**src/rtl/omc_map.svh**
```systemverilog
// Register offsets, field positions and reset values of the output mixer control bank.
// Assumes an 8-bit register address and 9-bit register data on the control port.
`ifndef OMC_MAP_SVH
`define OMC_MAP_SVH

// ----------------------------------------------------------------------------
// Register offsets
// ----------------------------------------------------------------------------
`define OMC_RPHONES_OFS   8'h67
`define OMC_LSPK_SRC_OFS  8'h69
`define OMC_RSPK_SRC_OFS  8'h6a
`define OMC_LSPK_GAIN_OFS 8'h6b
`define OMC_RSPK_GAIN_OFS 8'h6c
`define OMC_DAC_ATTEN_OFS 8'h6d

// ----------------------------------------------------------------------------
// Field positions
// ----------------------------------------------------------------------------
`define OMC_SILENCE_BIT     8
`define OMC_LINMIX_ATT_BIT  7
`define OMC_RINMIX_ATT_BIT  6
`define OMC_AUXL_GAIN_MSB   5
`define OMC_AUXL_GAIN_LSB   3
`define OMC_AUXR_GAIN_MSB   2
`define OMC_AUXR_GAIN_LSB   0
`define OMC_PATH_SEL_BIT    7
`define OMC_LDAC_EN_BIT     5
`define OMC_RDAC_EN_BIT     4
`define OMC_LINMIX_EN_BIT   3
`define OMC_RINMIX_EN_BIT   2
`define OMC_AUXL_EN_BIT     1
`define OMC_AUXR_EN_BIT     0
`define OMC_LDAC_L_ATT_BIT  7
`define OMC_RDAC_L_ATT_BIT  6
`define OMC_LDAC_R_ATT_BIT  5
`define OMC_RDAC_R_ATT_BIT  4
`define OMC_RSVD_MSB        1
`define OMC_RSVD_LSB        0

// ----------------------------------------------------------------------------
// Reset values
// ----------------------------------------------------------------------------
`define OMC_SILENCE_RST   1'h1
`define OMC_ATT_RST       1'h0
`define OMC_GAIN_RST      3'h7
`define OMC_EN_RST        1'h0
`define OMC_PATH_SEL_RST  1'h0
`define OMC_RSVD_RST      2'h3

`endif

```
**src/rtl/omc_pkg.sv**
```systemverilog
// Types shared by the output mixer control bank and its users.
// Assumes the offsets and field positions of omc_map.svh.
package omc_pkg;

  // --------------------------------------------------------------------------
  // Auxiliary input gain codes, 3 dB per step
  // --------------------------------------------------------------------------
  typedef enum logic [2:0] {
    OMC_GAIN_M15DB = 3'b000,
    OMC_GAIN_M12DB = 3'b001,
    OMC_GAIN_M9DB  = 3'b010,
    OMC_GAIN_M6DB  = 3'b011,
    OMC_GAIN_M3DB  = 3'b100,
    OMC_GAIN_0DB   = 3'b101,
    OMC_GAIN_P3DB  = 3'b110,
    OMC_GAIN_P6DB  = 3'b111
  } omc_gain_e;

  // --------------------------------------------------------------------------
  // Mixer control bundles
  // --------------------------------------------------------------------------
  // Mute, input-mixer attenuation and auxiliary gains of one mixer.
  typedef struct packed {
    logic      sum_silence;
    logic      linmix_atten;
    logic      rinmix_atten;
    omc_gain_e aux_left_gain;
    omc_gain_e aux_right_gain;
  } omc_mix_gain_s;

  // Path select and source enables of one speaker mixer.
  typedef struct packed {
    logic path_sel;
    logic ldac_en;
    logic rdac_en;
    logic linmix_en;
    logic rinmix_en;
    logic aux_left_en;
    logic aux_right_en;
  } omc_spk_src_s;

  // Converter feed attenuation into both speaker mixers.
  typedef struct packed {
    logic       ldac_to_lspeaker_atten;
    logic       rdac_to_lspeaker_atten;
    logic       ldac_to_rspeaker_atten;
    logic       rdac_to_rspeaker_atten;
    logic [1:0] reserved;
  } omc_dac_atten_s;

endpackage

```
**src/rtl/omc_regs.sv**
```systemverilog
// Output mixer control registers: right headphone mixer and both speaker mixers.
// Assumes a control port master that issues one-cycle read and write strobes.
// Assumes read and write strobes never come together.
// The analogue mixers take the outputs as levels.
//
// Added by the designer: the plain strobed port.

`timescale 1ns/10ps
`include "omc_map.svh"

module omc_regs #(
  parameter int ADDR_W = 8                            // Register address width.
) (
  input  wire logic                   clk_i,          // Register clock, 50 MHz.
  input  wire logic                   arst_n_i,       // Asynchronous reset, active low.
  input  wire logic [ADDR_W-1:0]      addr_i,         // Register address.
  input  wire logic [8:0]             wdata_i,        // Write data.
  input  wire logic                   wr_i,           // Write strobe.
  input  wire logic                   rd_i,           // Read strobe.
  output logic [8:0]                  rdata_o,        // Read data, one cycle after rd_i.
  output logic                        rvalid_o,       // Marks the read data cycle.
  output omc_pkg::omc_mix_gain_s      rphones_o,      // Right headphone mixer controls.
  output omc_pkg::omc_spk_src_s       lspk_src_o,     // Left speaker path and sources.
  output omc_pkg::omc_spk_src_s       rspk_src_o,     // Right speaker path and sources.
  output omc_pkg::omc_mix_gain_s      lspk_gain_o,    // Left speaker mute and gains.
  output omc_pkg::omc_mix_gain_s      rspk_gain_o,    // Right speaker mute and gains.
  output omc_pkg::omc_dac_atten_s     dac_atten_o     // Converter feed attenuation.
);

  // --------------------------------------------------------------------------
  // Address decode
  // --------------------------------------------------------------------------
  logic                wr_rphones;
  logic                wr_dac_atten;
  logic [1:0]          wr_spk_src;
  logic [1:0]          wr_spk_gain;
  logic [ADDR_W-1:0]   spk_src_ofs  [2];
  logic [ADDR_W-1:0]   spk_gain_ofs [2];

  // Each access covers one whole 9-bit register.
  // An unmatched address raises no enable at all.

  // Per-channel offsets, index 0 is the left speaker mixer.
  assign spk_src_ofs[0]  = ADDR_W'(`OMC_LSPK_SRC_OFS);
  assign spk_src_ofs[1]  = ADDR_W'(`OMC_RSPK_SRC_OFS);
  assign spk_gain_ofs[0] = ADDR_W'(`OMC_LSPK_GAIN_OFS);
  assign spk_gain_ofs[1] = ADDR_W'(`OMC_RSPK_GAIN_OFS);

  // The speaker enables come from the generate pass.

  // Write enables for the two single registers.
  assign wr_rphones   = wr_i && (addr_i == ADDR_W'(`OMC_RPHONES_OFS));
  assign wr_dac_atten = wr_i && (addr_i == ADDR_W'(`OMC_DAC_ATTEN_OFS));

  // --------------------------------------------------------------------------
  // Right headphone mixer register
  // --------------------------------------------------------------------------
  // Reset leaves this mixer muted, both input feeds
  // at 0dB and both aux gains at the top code.

  logic       rphones_silence;
  logic       rphones_linmix_att;
  logic       rphones_rinmix_att;
  logic [2:0] rphones_auxl_gain;
  logic [2:0] rphones_auxr_gain;

  // One process per field, the two attenuation selects sharing one, keeps each concern apart.

  always_ff @(posedge clk_i or negedge arst_n_i) begin
    if (!arst_n_i) begin
      rphones_silence <= `OMC_SILENCE_RST;
    end else if (wr_rphones) begin
      rphones_silence <= wdata_i[`OMC_SILENCE_BIT];
    end
  end

  always_ff @(posedge clk_i or negedge arst_n_i) begin
    if (!arst_n_i) begin
      rphones_linmix_att <= `OMC_ATT_RST;
      rphones_rinmix_att <= `OMC_ATT_RST;
    end else if (wr_rphones) begin
      rphones_linmix_att <= wdata_i[`OMC_LINMIX_ATT_BIT];
      rphones_rinmix_att <= wdata_i[`OMC_RINMIX_ATT_BIT];
    end
  end

  // Gain codes are kept raw; the mixer maps the steps.

  always_ff @(posedge clk_i or negedge arst_n_i) begin
    if (!arst_n_i) begin
      rphones_auxl_gain <= `OMC_GAIN_RST;
    end else if (wr_rphones) begin
      rphones_auxl_gain <= wdata_i[`OMC_AUXL_GAIN_MSB:`OMC_AUXL_GAIN_LSB];
    end
  end

  always_ff @(posedge clk_i or negedge arst_n_i) begin
    if (!arst_n_i) begin
      rphones_auxr_gain <= `OMC_GAIN_RST;
    end else if (wr_rphones) begin
      rphones_auxr_gain <= wdata_i[`OMC_AUXR_GAIN_MSB:`OMC_AUXR_GAIN_LSB];
    end
  end

  // --------------------------------------------------------------------------
  // Speaker mixer registers, one generate pass per channel
  // --------------------------------------------------------------------------
  // Both speaker mixers share one layout, so one pass
  // per channel builds both; index 0 is the left one.
  // Source word: path select and six enables.
  // Gain word: mute, two selects, two aux gains.

  logic [8:0] spk_src_word  [2];
  logic [8:0] spk_gain_word [2];

  for (genvar ch = 0; ch < 2; ch++) begin : g_spk
    logic       path_sel;
    logic [5:0] src_en;
    logic       silence;
    logic       linmix_att;
    logic       rinmix_att;
    logic [2:0] auxl_gain;
    logic [2:0] auxr_gain;

    // Channel write enables.
    assign wr_spk_src[ch]  = wr_i && (addr_i == spk_src_ofs[ch]);
    assign wr_spk_gain[ch] = wr_i && (addr_i == spk_gain_ofs[ch]);

    // Low feeds the converter straight to the speaker
    // stage, high feeds the speaker mixer output.

    always_ff @(posedge clk_i or negedge arst_n_i) begin
      if (!arst_n_i) begin
        path_sel <= `OMC_PATH_SEL_RST;
      end else if (wr_spk_src[ch]) begin
        path_sel <= wdata_i[`OMC_PATH_SEL_BIT];
      end
    end

    // Enable order from bit 5: left and right
    // converter, input mixer, then aux input.

    always_ff @(posedge clk_i or negedge arst_n_i) begin
      if (!arst_n_i) begin
        src_en <= {6{`OMC_EN_RST}};
      end else if (wr_spk_src[ch]) begin
        src_en <= wdata_i[`OMC_LDAC_EN_BIT:`OMC_AUXR_EN_BIT];
      end
    end

    // Muted from reset, so no audio passes before
    // software sets up sources and gains.

    always_ff @(posedge clk_i or negedge arst_n_i) begin
      if (!arst_n_i) begin
        silence <= `OMC_SILENCE_RST;
      end else if (wr_spk_gain[ch]) begin
        silence <= wdata_i[`OMC_SILENCE_BIT];
      end
    end

    // Each select drops its feed by 6dB when set.

    always_ff @(posedge clk_i or negedge arst_n_i) begin
      if (!arst_n_i) begin
        linmix_att <= `OMC_ATT_RST;
        rinmix_att <= `OMC_ATT_RST;
      end else if (wr_spk_gain[ch]) begin
        linmix_att <= wdata_i[`OMC_LINMIX_ATT_BIT];
        rinmix_att <= wdata_i[`OMC_RINMIX_ATT_BIT];
      end
    end

    always_ff @(posedge clk_i or negedge arst_n_i) begin
      if (!arst_n_i) begin
        auxl_gain <= `OMC_GAIN_RST;
        auxr_gain <= `OMC_GAIN_RST;
      end else if (wr_spk_gain[ch]) begin
        auxl_gain <= wdata_i[`OMC_AUXL_GAIN_MSB:`OMC_AUXL_GAIN_LSB];
        auxr_gain <= wdata_i[`OMC_AUXR_GAIN_MSB:`OMC_AUXR_GAIN_LSB];
      end
    end

    // Bits 8 and 6 of the source word carry no field
    // and are tied low, so no write can set them.

    assign spk_src_word[ch]  = {1'b0, path_sel, 1'b0, src_en};
    assign spk_gain_word[ch] = {silence, linmix_att, rinmix_att, auxl_gain, auxr_gain};
  end

  // --------------------------------------------------------------------------
  // Converter feed attenuation register
  // --------------------------------------------------------------------------
  // Bits 7 to 4 pick -6dB per converter feed, left
  // to left first and right to right last. Bits 8, 3
  // and 2 carry no field; bits 1 and 0 are reserved.

  logic [3:0] dac_att;
  logic [1:0] dac_rsvd;

  // Only a write to this offset moves the selects.

  always_ff @(posedge clk_i or negedge arst_n_i) begin
    if (!arst_n_i) begin
      dac_att <= {4{`OMC_ATT_RST}};
    end else if (wr_dac_atten) begin
      dac_att <= wdata_i[`OMC_LDAC_L_ATT_BIT:`OMC_RDAC_R_ATT_BIT];
    end
  end

  // Hardware does not force the pair to one, so a
  // driver that writes other values sees its fault.

  // Reserved pair is stored as written so a read shows what software left there.
  // reserved pair kept.
  always_ff @(posedge clk_i or negedge arst_n_i) begin
    if (!arst_n_i) begin
      dac_rsvd <= `OMC_RSVD_RST;
    end else if (wr_dac_atten) begin
      dac_rsvd <= wdata_i[`OMC_RSVD_MSB:`OMC_RSVD_LSB];
    end
  end

  // --------------------------------------------------------------------------
  // Read back
  // --------------------------------------------------------------------------
  // The word is picked from the address beside the
  // strobe and registered; the data stand in the
  // cycle after the strobe and are zero elsewhere,
  // so a stale word is never taken for an answer.

  logic [8:0] rphones_word;
  logic [8:0] dac_atten_word;
  logic [8:0] next_rdata;

  // Assembled words, unassigned positions tied low.
  assign rphones_word = {rphones_silence, rphones_linmix_att, rphones_rinmix_att,
                         rphones_auxl_gain, rphones_auxr_gain};
  assign dac_atten_word = {1'b0, dac_att, 2'h0, dac_rsvd};

  // A read right after a write to the same register
  // sees the new value; the write lands on its edge.

  // Read multiplexer; an unmapped address answers zero.
  always_comb begin
    next_rdata = 9'h000;
    case (addr_i)
      ADDR_W'(`OMC_RPHONES_OFS): begin
        next_rdata = rphones_word;
      end
      ADDR_W'(`OMC_LSPK_SRC_OFS): begin
        next_rdata = spk_src_word[0];
      end
      ADDR_W'(`OMC_RSPK_SRC_OFS): begin
        next_rdata = spk_src_word[1];
      end
      ADDR_W'(`OMC_LSPK_GAIN_OFS): begin
        next_rdata = spk_gain_word[0];
      end
      ADDR_W'(`OMC_RSPK_GAIN_OFS): begin
        next_rdata = spk_gain_word[1];
      end
      ADDR_W'(`OMC_DAC_ATTEN_OFS): begin
        next_rdata = dac_atten_word;
      end
      default: begin
        next_rdata = 9'h000;
      end
    endcase
  end

  // The marker tells a zero answer from no answer.

  // Read data stand for the one cycle after the strobe and are zero otherwise.
  always_ff @(posedge clk_i or negedge arst_n_i) begin
    if (!arst_n_i) begin
      rdata_o  <= 9'h000;
      rvalid_o <= 1'b0;
    end else begin
      rdata_o  <= rd_i ? next_rdata : 9'h000;
      rvalid_o <= rd_i;
    end
  end

  // --------------------------------------------------------------------------
  // Control outputs toward the analogue mixers
  // --------------------------------------------------------------------------
  // Levels straight from the register flops; they
  // change only on a write to their register or on
  // reset. High means muted, -6dB, enabled or mixer.
  // Gain codes run from -15dB at the lowest code in
  // 3dB steps to +6dB and leave as the package enum.

  // Right headphone mixer bundle.
  assign rphones_o.sum_silence    = rphones_silence;
  assign rphones_o.linmix_atten   = rphones_linmix_att;
  assign rphones_o.rinmix_atten   = rphones_rinmix_att;
  assign rphones_o.aux_left_gain  = omc_pkg::omc_gain_e'(rphones_auxl_gain);
  assign rphones_o.aux_right_gain = omc_pkg::omc_gain_e'(rphones_auxr_gain);

  // Enables are taken by field position, so the
  // struct order follows the register layout.

  // Left speaker path and source bundle.
  assign lspk_src_o.path_sel     = g_spk[0].path_sel;
  assign lspk_src_o.ldac_en      = g_spk[0].src_en[`OMC_LDAC_EN_BIT];
  assign lspk_src_o.rdac_en      = g_spk[0].src_en[`OMC_RDAC_EN_BIT];
  assign lspk_src_o.linmix_en    = g_spk[0].src_en[`OMC_LINMIX_EN_BIT];
  assign lspk_src_o.rinmix_en    = g_spk[0].src_en[`OMC_RINMIX_EN_BIT];
  assign lspk_src_o.aux_left_en  = g_spk[0].src_en[`OMC_AUXL_EN_BIT];
  assign lspk_src_o.aux_right_en = g_spk[0].src_en[`OMC_AUXR_EN_BIT];

  // Right speaker path and source bundle.
  assign rspk_src_o.path_sel     = g_spk[1].path_sel;
  assign rspk_src_o.ldac_en      = g_spk[1].src_en[`OMC_LDAC_EN_BIT];
  assign rspk_src_o.rdac_en      = g_spk[1].src_en[`OMC_RDAC_EN_BIT];
  assign rspk_src_o.linmix_en    = g_spk[1].src_en[`OMC_LINMIX_EN_BIT];
  assign rspk_src_o.rinmix_en    = g_spk[1].src_en[`OMC_RINMIX_EN_BIT];
  assign rspk_src_o.aux_left_en  = g_spk[1].src_en[`OMC_AUXL_EN_BIT];
  assign rspk_src_o.aux_right_en = g_spk[1].src_en[`OMC_AUXR_EN_BIT];

  // Gain bundles map the gain word one to one.

  // Left speaker mute and gain bundle.
  assign lspk_gain_o.sum_silence    = g_spk[0].silence;
  assign lspk_gain_o.linmix_atten   = g_spk[0].linmix_att;
  assign lspk_gain_o.rinmix_atten   = g_spk[0].rinmix_att;
  assign lspk_gain_o.aux_left_gain  = omc_pkg::omc_gain_e'(g_spk[0].auxl_gain);
  assign lspk_gain_o.aux_right_gain = omc_pkg::omc_gain_e'(g_spk[0].auxr_gain);

  // Right speaker mute and gain bundle.
  assign rspk_gain_o.sum_silence    = g_spk[1].silence;
  assign rspk_gain_o.linmix_atten   = g_spk[1].linmix_att;
  assign rspk_gain_o.rinmix_atten   = g_spk[1].rinmix_att;
  assign rspk_gain_o.aux_left_gain  = omc_pkg::omc_gain_e'(g_spk[1].auxl_gain);
  assign rspk_gain_o.aux_right_gain = omc_pkg::omc_gain_e'(g_spk[1].auxr_gain);

  // The reserved pair leaves too, for visibility.

  // Converter feed attenuation bundle, bit 7 first.
  assign dac_atten_o.ldac_to_lspeaker_atten = dac_att[3];
  assign dac_atten_o.rdac_to_lspeaker_atten = dac_att[2];
  assign dac_atten_o.ldac_to_rspeaker_atten = dac_att[1];
  assign dac_atten_o.rdac_to_rspeaker_atten = dac_att[0];
  assign dac_atten_o.reserved               = dac_rsvd;

endmodule
```
**config.mk**
```make
export PLATFORM = sky130hd
export DESIGN_NAME = omc_regs
export DESIGN_NICKNAME = d
export VERILOG_FILES = /design/src/rtl/omc_pkg.sv /design/src/rtl/omc_regs.sv
export VERILOG_INCLUDE_DIRS = /design/src /design/src/rtl
export SDC_FILE = /design/constraint.sdc
export NUM_CORES = 1
export LEC_CHECK = 0
export BUFFER_PORTS_ARGS = -buffer_cell sky130_fd_sc_hd__buf_2
export CORE_MARGIN = 5
export CORE_UTILIZATION = 40
export CTS_CLUSTER_DIAMETER = 50
export DETAILED_ROUTE_END_ITERATION = 8
export GPL_TIMING_DRIVEN = 0
export PLACE_DENSITY_LB_ADDON = 0.3
export SYNTH_ARGS = -nofsm -noshare
export SYNTH_HDL_FRONTEND = slang
export SYNTH_SLANG_ARGS = --single-unit
```
**constraint.sdc**
```tcl
create_clock -name clk_i -period 1.4 [get_ports clk_i]
set_clock_uncertainty 0.15 [all_clocks]
set_input_delay 0.28 -clock clk_i [delete_from_list [all_inputs] [get_ports clk_i]]
set_output_delay 0.28 -clock clk_i [all_outputs]
set_load 0.1 [all_outputs]
```
# Word-level counts from Yosys, hierarchy flattened
# Cells that the tools add are included.
[word_totals]
wordCells = 37
out_inout_bits = 57
input_bits = 21
ramBits = 0
latch_bits = 0
n_memories = 0
regBits = 57
rom_bits = 0
[classes]
reduce_logical = 6
n_addsub = 0
bitwise = 0
n_eq_ne = 6
shift = 0
div = 0
n_mul = 0
n_mux = 2
magnitude_cmp = 0
[ops]
columns = ["operator", "n"]
rows = [
  ["$pmux W9 S6", 1],
  ["$eq A8 B7 Y1 const B", 6],
  ["$mux W9", 1],
  ["$logic_and A1 B1 Y1", 6],
]

# Depth between registers and ports, before layout
# Gate-level depths: netlist (run 1).
[logic_depth]
depth_word = 3
mapped_depth = 6
ltp_nobuf = 4

# Least setup slack after synthesis (run 1)
# No wires, ideal clock.
[synth_timing]
path_type = "flip-flop to flip-flop"
from = "register dac_att[1]"
to = "register rdata_o[5]"
path_stages_with_launch = 5
setup_ns = 0.131
synth_period_minus_slack_ns = 1.758
t_required_ns = 1.119
t_arrival_ns = 1.477
slack_ns = -0.358
path_buffers = 0
cell_sequence = "dfrtp_1 > mux2_2 > a22o_1 > nand2_1 > a21boi_0"
[synth_between]
elab_chain_cells = 2
[synth_lines]
columns = ["element", "line", "text"]
rows = [
  ["start: declaration", "omc_regs.sv:198", "logic [3:0] dac_att;"],
  ["start signal: assignment", "omc_regs.sv:205", "dac_att <= {4{`OMC_ATT_RST}};"],
  ["start signal: assignment", "omc_regs.sv:207", "dac_att <= wdata_i[`OMC_LDAC_L_ATT_BIT:`OMC_RDAC_R_ATT_BIT];"],
  ["$pmux W9 S6", "omc_regs.sv:247", "case (addr_i)"],
  ["$mux W9", "omc_regs.sv:280", "rdata_o <= rd_i ? next_rdata : 9'h000;"],
  ["end signal: assignment", "omc_regs.sv:280", ""],
  ["end: declaration", "omc_regs.sv:20", "output logic [8:0] rdata_o,"],
]
# No other way between the ends.
# A chain may end at the register's enable or synchronous reset.

# Worst setup path after layout (run 1)
[layout_timing]
from = "register g_spk[0].auxr_gain[1]"
to = "output lspk_gain_o[1] (netlist name)"
[layout_lines]
columns = ["element", "line", "text"]
rows = [
  ["start: declaration", "omc_regs.sv:123", "logic [2:0] auxr_gain;"],
  ["start signal: assignment", "omc_regs.sv:177", "auxr_gain <= `OMC_GAIN_RST;"],
  ["start signal: assignment", "omc_regs.sv:180", "auxr_gain <= wdata_i[`OMC_AUXR_GAIN_MSB:`OMC_AUXR_GAIN_LSB];"],
  ["end: declaration", "omc_regs.sv:25", "output omc_pkg::omc_mix_gain_s lspk_gain_o,"],
]
# No word-level cell between the ends.

==> results of run 1 <==
cells by family (layout without fill, tap and decap cells):
logic type / count (synthesis) / after routing
multiplexers: 57 / 57
AND/OR/NAND/NOR: 39 / 41
buffers and inverters: 19 / 137
AO/OA/AOI/OAI: 31 / 31
flip-flops: 57 / 57
layout by cell type (no fill, tap or decap), types with 12 or more instances in the layout:
| cell type | netlist | routed |
|---|---|---|
| dfrtp_2 | 0 | 12 |
| buf_6 | 0 | 16 |
| dfrtp_1 | 34 | 18 |
| buf_2 | 5 | 17 |
| clkbuf_8 | 0 | 12 |
| buf_12 | 0 | 42 |
| mux2_2 | 49 | 37 |
| buf_4 | 13 | 36 |
| mux2_4 | 0 | 14 |
| dfstp_4 | 0 | 14 |
worst paths after layout:
kind,start,to,cells after the start
max,g_spk[0].auxr_gain[1]$_DFFE_PN1P_,lspk_gain_o[1],1
min,arst_n_i,g_spk[1].src_en[3]$_DFFE_PN0P_,1
max reg2reg,dac_rsvd[1]$_DFFE_PN1P_,rdata_o[1]$_DFF_PN0_,5
min reg2reg,g_spk[0].src_en[5]$_DFFE_PN0P_,g_spk[0].src_en[5]$_DFFE_PN0P_,1
max in group asynchronous,arst_n_i,dac_att[0]$_DFFE_PN0P_,1
min in group clk_i,wdata_i[8],g_spk[1].silence$_DFFE_PN1P_,2
layout make-up:
type	count	area share, %
plain buffers	7	1.46
clock buffers	14	3.72
clock inverters	2	0.270
inverters	1	0.0809
multi-input cells	129	28.4
flip-flops and latches	57	33.2
well taps	80	2.16
repair buffers	113	30.7
power by group through the flow:
stage	registers [W]	clock network (W)	logic (W)
after detailed placement	0.00183	0	0.000871
after floorplan	0.00222	0	0.000299
after global routing	0.00185	0.00153	0.00120
after CTS	0.00183	0.00144	0.00111
final	0.00184	0.00142	0.00116
after global placement	0.00183	0	0.000864
routing by layer:
| layer | track usage (%) | up-vias | part of all wire [%] |
|---|---|---|---|
| met2 | 31.6 | 81 | 52 |
| met1 | 25.0 | 1108 | 41 |
| li1 | - | 975 | - |
| met5 | 0 | - | 0 |
| met4 | 6.35 | 0 | 1.4 |
| met3 | 4.14 | 10 | 5.4 |
registers in the layout, indices dropped and copies added (netlist names):
name                cells
rdata_o                 9
rphones_linmix_att      1
rvalid_o                1
dac_rsvd                2
g_spk.src_en           12
rphones_auxr_gain       3
rphones_rinmix_att      1
dac_att                 4
g_spk.rinmix_att        2
g_spk.path_sel          2
rphones_silence         1
g_spk.silence           2
g_spk.linmix_att        2
g_spk.auxl_gain         6
rphones_auxl_gain       3
g_spk.auxr_gain         6
through the flow:
| step | hold slack [ps] | setup TNS, ps | cell area (µm²) | util (%) | std cells |
|---|---|---|---|---|---|
| floorplan | -166 | -4790 | 2870 | - | 203 |
| global placement | 353 | -29020 | 3350 | 49.8 | 359 |
| detailed placement | 353 | -29390 | 3350 | 49.8 | 359 |
| CTS | 60.7 | -4010 | 4400 | 65.5 | 395 |
| global route | -97.5 | -4710 | 4640 | 69.0 | 403 |
| finish | -153 | -3590 | 4640 | 69.0 | 403 |
repair_timing:
item,in CTS,in global routing
endpoints found under the setup margin,85,85
cloned,2,0
hold endpoints to repair,1,34
resized for setup,197,44
pin swaps,3,7
setup buffers,28,8
==> run metrics, run 1 <==
RSZ-0062 raised after global routing=yes; post-synthesis simple-gate area fraction=10.6%; port buffer count=76; Clock Tree Root=clkbuf_8; crit path launch type=flop; Worst Hold Margin=-153 ps; XOR/XNOR Fraction of Synth Area=0%; worst path required time=970 ps; layout cells sized above 1=75.5%; Vias/cell=5.39; VDD IR max=0.577 mV; core footprint=6720 µm²; top_reg_cell synth=dfrtp_1; top cell type's share of synthesized area=31.1%; ranking of synthesized cells by area=dfrtp_1 (31%), dfstp_2 (22%), mux2_2 (20%), buf_4 (3.6%), a22o_1 (2.9%); Fill cells=448; Seq cells post-synth=57; Final Max Slew Viols=0; largest family of logic cells by synthesized area=multiplexers; CP max-delay cell=dfstp_4; wirelength, routed=8050 µm; Die Y=92.8 µm; Crit Path Max Fanout=3; 1st-iter DRT viols=132; final setup fails=36; status=finished with violations; Clk Latency, worst-skew pair=330 ps; row cnt=30; most frequent cells after synthesis=mux2_2 (49), dfrtp_1 (34), dfstp_2 (23); warning count from the yosys run=0; internal power=0.00298 W; multi-input logic area=1320 µm²; largest net degree at the start of global routing=58; Starting Density=40.8%; Clock power frac=32.2%; fin crit share=113%; Adder-Cell Fraction of Synth Area=0%; HP Class=in -> async; combinational fraction of design power=26.3%; # DRC=0; Reg area=1540 µm²; register area share after synthesis=53.1%; NetSw=0.00144 W; Critical path buffers and inverters=1; clk buf depth=2; first-pass GRT wire length=12500 µm; clock-pin slew on the worst setup and hold paths=70 ps; Layout Nets=339; Synth Area in Compound Gates=8.49%; most common cell in the netlist=mux2_2; pwr/cell area=955 nW/µm²; die area=8610 µm²; DRT Pass-1 Iters=4; Worst Setup End Kind=output pin; max-capacitance violation count=0; Arr. time, crit path=1150 ps; clock sink count=57; CTS tree=done; gr usage total=19.1%; CP top delay family=flip-flops; Gate Count Post-Synth=203; Post-DRT Antenna Nets=0; Final WS setup=-183 ps; die width=92.8 µm; cts hold-fix bufs=1; worst-margin pin slew=734 ps; vias in the first global route=2232; R2R setup slack=10 ps; CP Cell Sequence=buf_12; total global routing overflow=0; failing checks=hold timing, setup timing; WS Path Type=reg -> out; fmax=0.632 GHz; Worst slew margin=51.1%; WL per Instance=20.0 µm; Leakage=2.02 nW; Final Wtd Congestion=0.773; hpwl dp=4850 µm; H-tree levels=3; n_diodes=0; mux contribution to synthesized area=23.2%; Period minus WS final=1580 ps; CP peak stage delay=640 ps; switching share of power=32.6%; Hold Violations, Final=34; post-synth top area cell=dfrtp_1; Seq pwr share=41.5%; Synth Net Count=224; initial antenna violation count=0; TritonCTS Buffers=9; IO Pins=78; EDFF count, synth=0; FFs w/ async S/R, synth=100%; DR vias=2174; area delta synth->final=69.2%; Post-Syn Area=2740 µm²; total power draw=0.00443 W; Avg Cell Area, Syn=13.5 µm²; Distinct cells, synth=35; DP Worst Slack=-626 ps
Note: power is estimated with default switching activity, not from simulation.
==> run 2: changes to the inputs <==
--- a/config.mk
+++ b/config.mk
@@ -6,7 +6,7 @@
 export SDC_FILE = /design/constraint.sdc
 export NUM_CORES = 1
 export LEC_CHECK = 0
-export BUFFER_PORTS_ARGS = -buffer_cell sky130_fd_sc_hd__buf_2
+export BUFFER_PORTS_ARGS = -buffer_cell sky130_fd_sc_hd__buf_4
 export CORE_MARGIN = 5
 export CORE_UTILIZATION = 40
 export CTS_CLUSTER_DIAMETER = 50
==> run metrics, run 2 (same netlist as run 1, synthesis figures left out) <==
max-capacitance violation count=0; Final Wtd Congestion=0.780; fmax=0.631 GHz; Clk Latency, worst-skew pair=340 ps; Post-DRT Antenna Nets=0; port buffer count=76; clock sink count=57; Final WS setup=-184 ps; GR Layer Usage met2=31.4%; die width=92.8 µm; Worst slew margin=65.2%; IO Pins=78; clk buf depth=2; DRT Pass-1 Iters=5; vias in the first global route=2263; Hold Crit Depth=2; core footprint=6720 µm²; Starting Density=40.8%; met3 usage=4.14%; # DRC=0; wirelength, routed=8300 µm; WS Path Type=reg -> out; die area=8610 µm²; total power draw=0.00462 W; Worst Hold Endpoint=rphones_rinmix_att$_DFFE_PN0P_; area delta synth->final=72.0%; commonest cells after routing, fill and taps aside=buf_4 (51), buf_12 (41), mux2_2 (37); row cnt=30; Inst Count DP=359; Leakage=2.06 nW; R2R setup slack=-40 ps; VDD IR max=0.469 mV; Period minus WS final=1580 ps; total global routing overflow=0; Reg area=1540 µm²; met1 Use GR=24.3%; Final Instance Count excl. Fillers=406; layout cells sized above 1=75.2%; fin crit share=113%; CP max-delay cell=dfstp_4; RSZ-0062 raised after global routing=yes; clock-pin slew on the worst setup and hold paths=60 ps; DR vias=2162; final setup fails=41; Largest register FFs=12; HP Class=in -> reg; Final Max Slew Viols=0; worst flop-to-flop path startpoint=g_spk[0].auxr_gain[2]$_DFFE_PN1P_; status=finished with violations; gr usage total=19.2%; Final Core Density=70.1%; crit path launch type=flop; CTS tree=done; hpwl dp=4970 µm; largest net degree at the start of global routing=58; worst-margin pin slew=523 ps; Fill cells=442; multi-input logic area=1300 µm²; Clock Tree Root=clkbuf_8; Top reg by flops=g_spk.src_en; failing checks=setup timing; WL per Instance=20.5 µm; Layout Nets=342; commonest non-fill, non-tap cell in the layout=buf_4; Crit Path Max Fanout=3; Hold Violations, Final=0; Top Registers=g_spk.src_en x12, rdata_o x9; Vias/cell=5.33; first-pass GRT wire length=12500 µm; worst reg-to-reg path cell count=5; CP peak stage delay=640 ps; n_diodes=0; worst path required time=970 ps; 1st-iter DRT viols=92; CP top delay family=flip-flops; Final Instance Area=4710 µm²; Worst Setup End Kind=output pin; CP Cell Sequence=buf_12; pwr/cell area=981 nW/µm²; gr busiest metal=met2; Critical R2R Capture=rdata_o[2]$_DFF_PN0_; Critical path buffers and inverters=1; TritonCTS Buffers=9; initial antenna violation count=0; H-tree levels=3; Cell Area, Placed=3540 µm²; Hold Crit Start=wdata_i[6]; Arr. time, crit path=1150 ps; Die Y=92.8 µm
[run 2: cell types whose count changed in the layout (fill, tap and decap cells not counted), moves of 2 or more]
cell | previous run | this run
a21boi_0 | 0 | 2
buf_4 | 36 | 51
buf_2 | 17 | 1
buf_6 | 16 | 22
clkbuf_4 | 2 | 0
a21boi_1 | 5 | 3
[run 2: cell type report]
class	instances	share of cell area (%)
flip-flops and latches	57	32.6
inverters	1	0.0797
plain buffers	8	1.62
well taps	80	2.12
repair buffers	115	31.6
multi-input cells	129	27.5
clock buffers	14	3.66
clock inverters	2	0.743
[run 2: worst max path at each step]
| stage | start | to | slack [ps] | cells after the start |
|---|---|---|---|---|
| floorplan | addr_i[7] | g_spk[0].src_en[2]$_DFFE_PN0P_ | -220 | 4 |
| global placement | addr_i[7] | g_spk[0].src_en[5]$_DFFE_PN0P_ | -620 | 5 |
| detailed placement | addr_i[7] | g_spk[0].src_en[3]$_DFFE_PN0P_ | -630 | 5 |
| CTS | g_spk[0].auxr_gain[1]$_DFFE_PN1P_ | lspk_gain_o[1] | -190 | 1 |
| global route | dac_rsvd[1]$_DFFE_PN1P_ | dac_atten_o[1] | -210 | 1 |
| finish | dac_rsvd[1]$_DFFE_PN1P_ | dac_atten_o[1] | -180 | 1 |
[run 2: what timing repair did]
item	in CTS	in global routing
endpoints found under the setup margin	82	68
resized for setup	143	36
setup buffers	31	6
endpoints found under the hold margin	35	0
cloned	2	0
pin swaps	3	6
hold buffers	2	0
[run 2: metal layers]
metal / vias up / part of all wire (%) / wire, µm
li1: 984 / - / -
met3: 17 / 5.8 / 483
met5: - / 0 / 0
met1: 1091 / 42 / 3490
met2: 70 / 50 / 4170
met4: 0 / 1.9 / 161
[run 2: report_power, final]
group	switching (W)	leakage (nW)	internal, W
logic	0.000726	1.26	0.000455
clock network	0.000635	0.107	0.000966
registers	0.0000813	0.693	0.00176
total	0.00144	2.06	0.00318
[run 2: stage by stage]
stage,TNS (ps),hold WS [ps],setup slack [ps]
3_5_place_dp,-22010,233,-627
3_3_place_gp,-21150,226,-615
2_1_floorplan,-4790,-166,-220
6_report,-3800,48.6,-184
4_1_cts,-4190,38.2,-191
5_1_grt,-4910,47.1,-206
==> run 3: changes to the inputs <==
--- a/config.mk
+++ b/config.mk
@@ -13,6 +13,7 @@
 export DETAILED_ROUTE_END_ITERATION = 8
 export GPL_TIMING_DRIVEN = 0
 export PLACE_DENSITY_LB_ADDON = 0.3
+export RECOVER_POWER = 25
 export SYNTH_ARGS = -nofsm -noshare
 export SYNTH_HDL_FRONTEND = slang
 export SYNTH_SLANG_ARGS = --single-unit
==> run metrics, run 3 (same netlist as run 1, synthesis figures left out) <==
status=finished with violations; failing checks=setup timing; Starting Density=40.8%; n_diodes=0; Clk Latency, worst-skew pair=340 ps; Final Wtd Congestion=0.780; commonest non-fill, non-tap cell in the layout=buf_4; hpwl dp=4970 µm; TritonCTS Buffers=9; DP Worst Slack=-627 ps; CP top delay family=flip-flops; first-pass GRT wire length=12500 µm; RSZ-0062 raised after global routing=yes; Worst Setup End Kind=output pin; area delta synth->final=71.7%; CP Cell Sequence=buf_12; Period minus WS final=1580 ps; Hold Violations, Final=0; H-tree levels=3; Leakage=2.06 nW; wirelength, routed=8300 µm; fmax=0.632 GHz; max-capacitance violation count=0; final setup fails=44; Largest register FFs=12; fin crit share=113%; Post-DRT Antenna Nets=0; largest net degree at the start of global routing=58; Reg area=1540 µm²; CP max-delay cell=dfstp_4; DR vias=2162; Worst slew margin=47.8%; port buffer count=76; Arr. time, crit path=1150 ps; crit path launch type=flop; core footprint=6720 µm²; Top Registers=g_spk.src_en x12, rdata_o x9; gr usage total=19.2%; Vias/cell=5.33; multi-input logic area=1300 µm²; clk buf depth=2; WL per Instance=20.4 µm; Final Max Slew Viols=0; 1st-iter DRT viols=92; Layout Nets=342; vias in the first global route=2263; commonest cells after routing, fill and taps aside=buf_4 (50), buf_12 (41), mux2_2 (37); Critical path buffers and inverters=1; Clock Tree Root=clkbuf_8; die area=8610 µm²; layout cells sized above 1=74.8%; Final WS setup=-183 ps; Fill cells=444; die width=92.8 µm; Final Core Density=70.0%; CP peak stage delay=640 ps; CTS tree=done; worst path required time=970 ps; final setup TNS=-3990 ps; Top reg by flops=g_spk.src_en; total global routing overflow=0; worst-margin pin slew=782 ps; IO Pins=78; clock-pin slew on the worst setup and hold paths=60 ps; pwr/cell area=981 nW/µm²; row cnt=30; initial antenna violation count=0; Crit Path Max Fanout=3; clock sink count=57; HP Class=in -> reg; WS Path Type=reg -> out; VDD IR max=0.469 mV; Die Y=92.8 µm; # DRC=0; DRT Pass-1 Iters=4
-- run 3: cell types whose count changed in the layout (fill, tap and decap cells not counted) --
cell | previous run | this run
buf_4 | 51 | 50
buf_6 | 22 | 21
clkbuf_1 | 2 | 3
clkbuf_4 | 0 | 1
-- run 3: layout make-up --
type                    count  area share (%)
multi-input cells         129            27.6
flip-flops and latches     57            32.7
clock inverters             2           0.745
plain buffers               8            1.62
inverters                   1          0.0798
well taps                  80            2.13
repair buffers            115            31.5
clock buffers              14            3.67
-- run 3: stage by stage --
| stage | cells | area, µm² | power [W] | hold slack, ps |
|---|---|---|---|---|
| after detailed placement | 359 | 3540 | 0.00277 | 233 |
| after CTS | 400 | 4530 | 0.00460 | 38.2 |
| after global placement | 359 | 3540 | 0.00276 | 226 |
| final | 406 | 4700 | 0.00462 | 49.6 |
| after global routing | 406 | 4700 | 0.00476 | 47.1 |
| after floorplan | 203 | 2870 | 0.00251 | -166 |
-- run 3: final timing paths --
check / startpoint / end / slack (ps) / depth (start not counted)
setup / recovery: dac_rsvd[1]$_DFFE_PN1P_ / dac_atten_o[1] / -180 / 1
hold / removal: wdata_i[6] / rphones_rinmix_att$_DFFE_PN0P_ / 50 / 2
setup reg to reg: g_spk[0].auxr_gain[2]$_DFFE_PN1P_ / rdata_o[2]$_DFF_PN0_ / -40 / 5
hold reg to reg: g_spk[0].src_en[2]$_DFFE_PN0P_ / g_spk[0].src_en[2]$_DFFE_PN0P_ / 400 / 1
max in group asynchronous: arst_n_i / g_spk[0].src_en[1]$_DFFE_PN0P_ / 60 / 2
min in group asynchronous: arst_n_i / g_spk[1].rinmix_att$_DFFE_PN0P_ / 460 / 2
-- run 3: per-layer routing --
layer / global-route usage (%) / wire length (µm)
met5: 0 / 0
met3: 4.14 / 506
met1: 24.3 / 3460
met4: 8.67 / 161
met2: 31.4 / 4170
-- run 3: what timing repair did --
item	4_1_cts	5_1_grt
resized for setup	143	36
pin swaps	3	6
hold endpoints to repair	35	0
setup endpoints to repair	82	68
buffers inserted	31	6
cloned	2	0
hold buffers	2	0
-- run 3: power by group --
group          internal [W]  total (W)  switching (W)  leakage (nW)
sequential          0.00176    0.00184      0.0000813         0.693
clock              0.000966    0.00160       0.000633         0.107
combinational      0.000452    0.00118       0.000725          1.26
total               0.00318    0.00462        0.00144          2.06
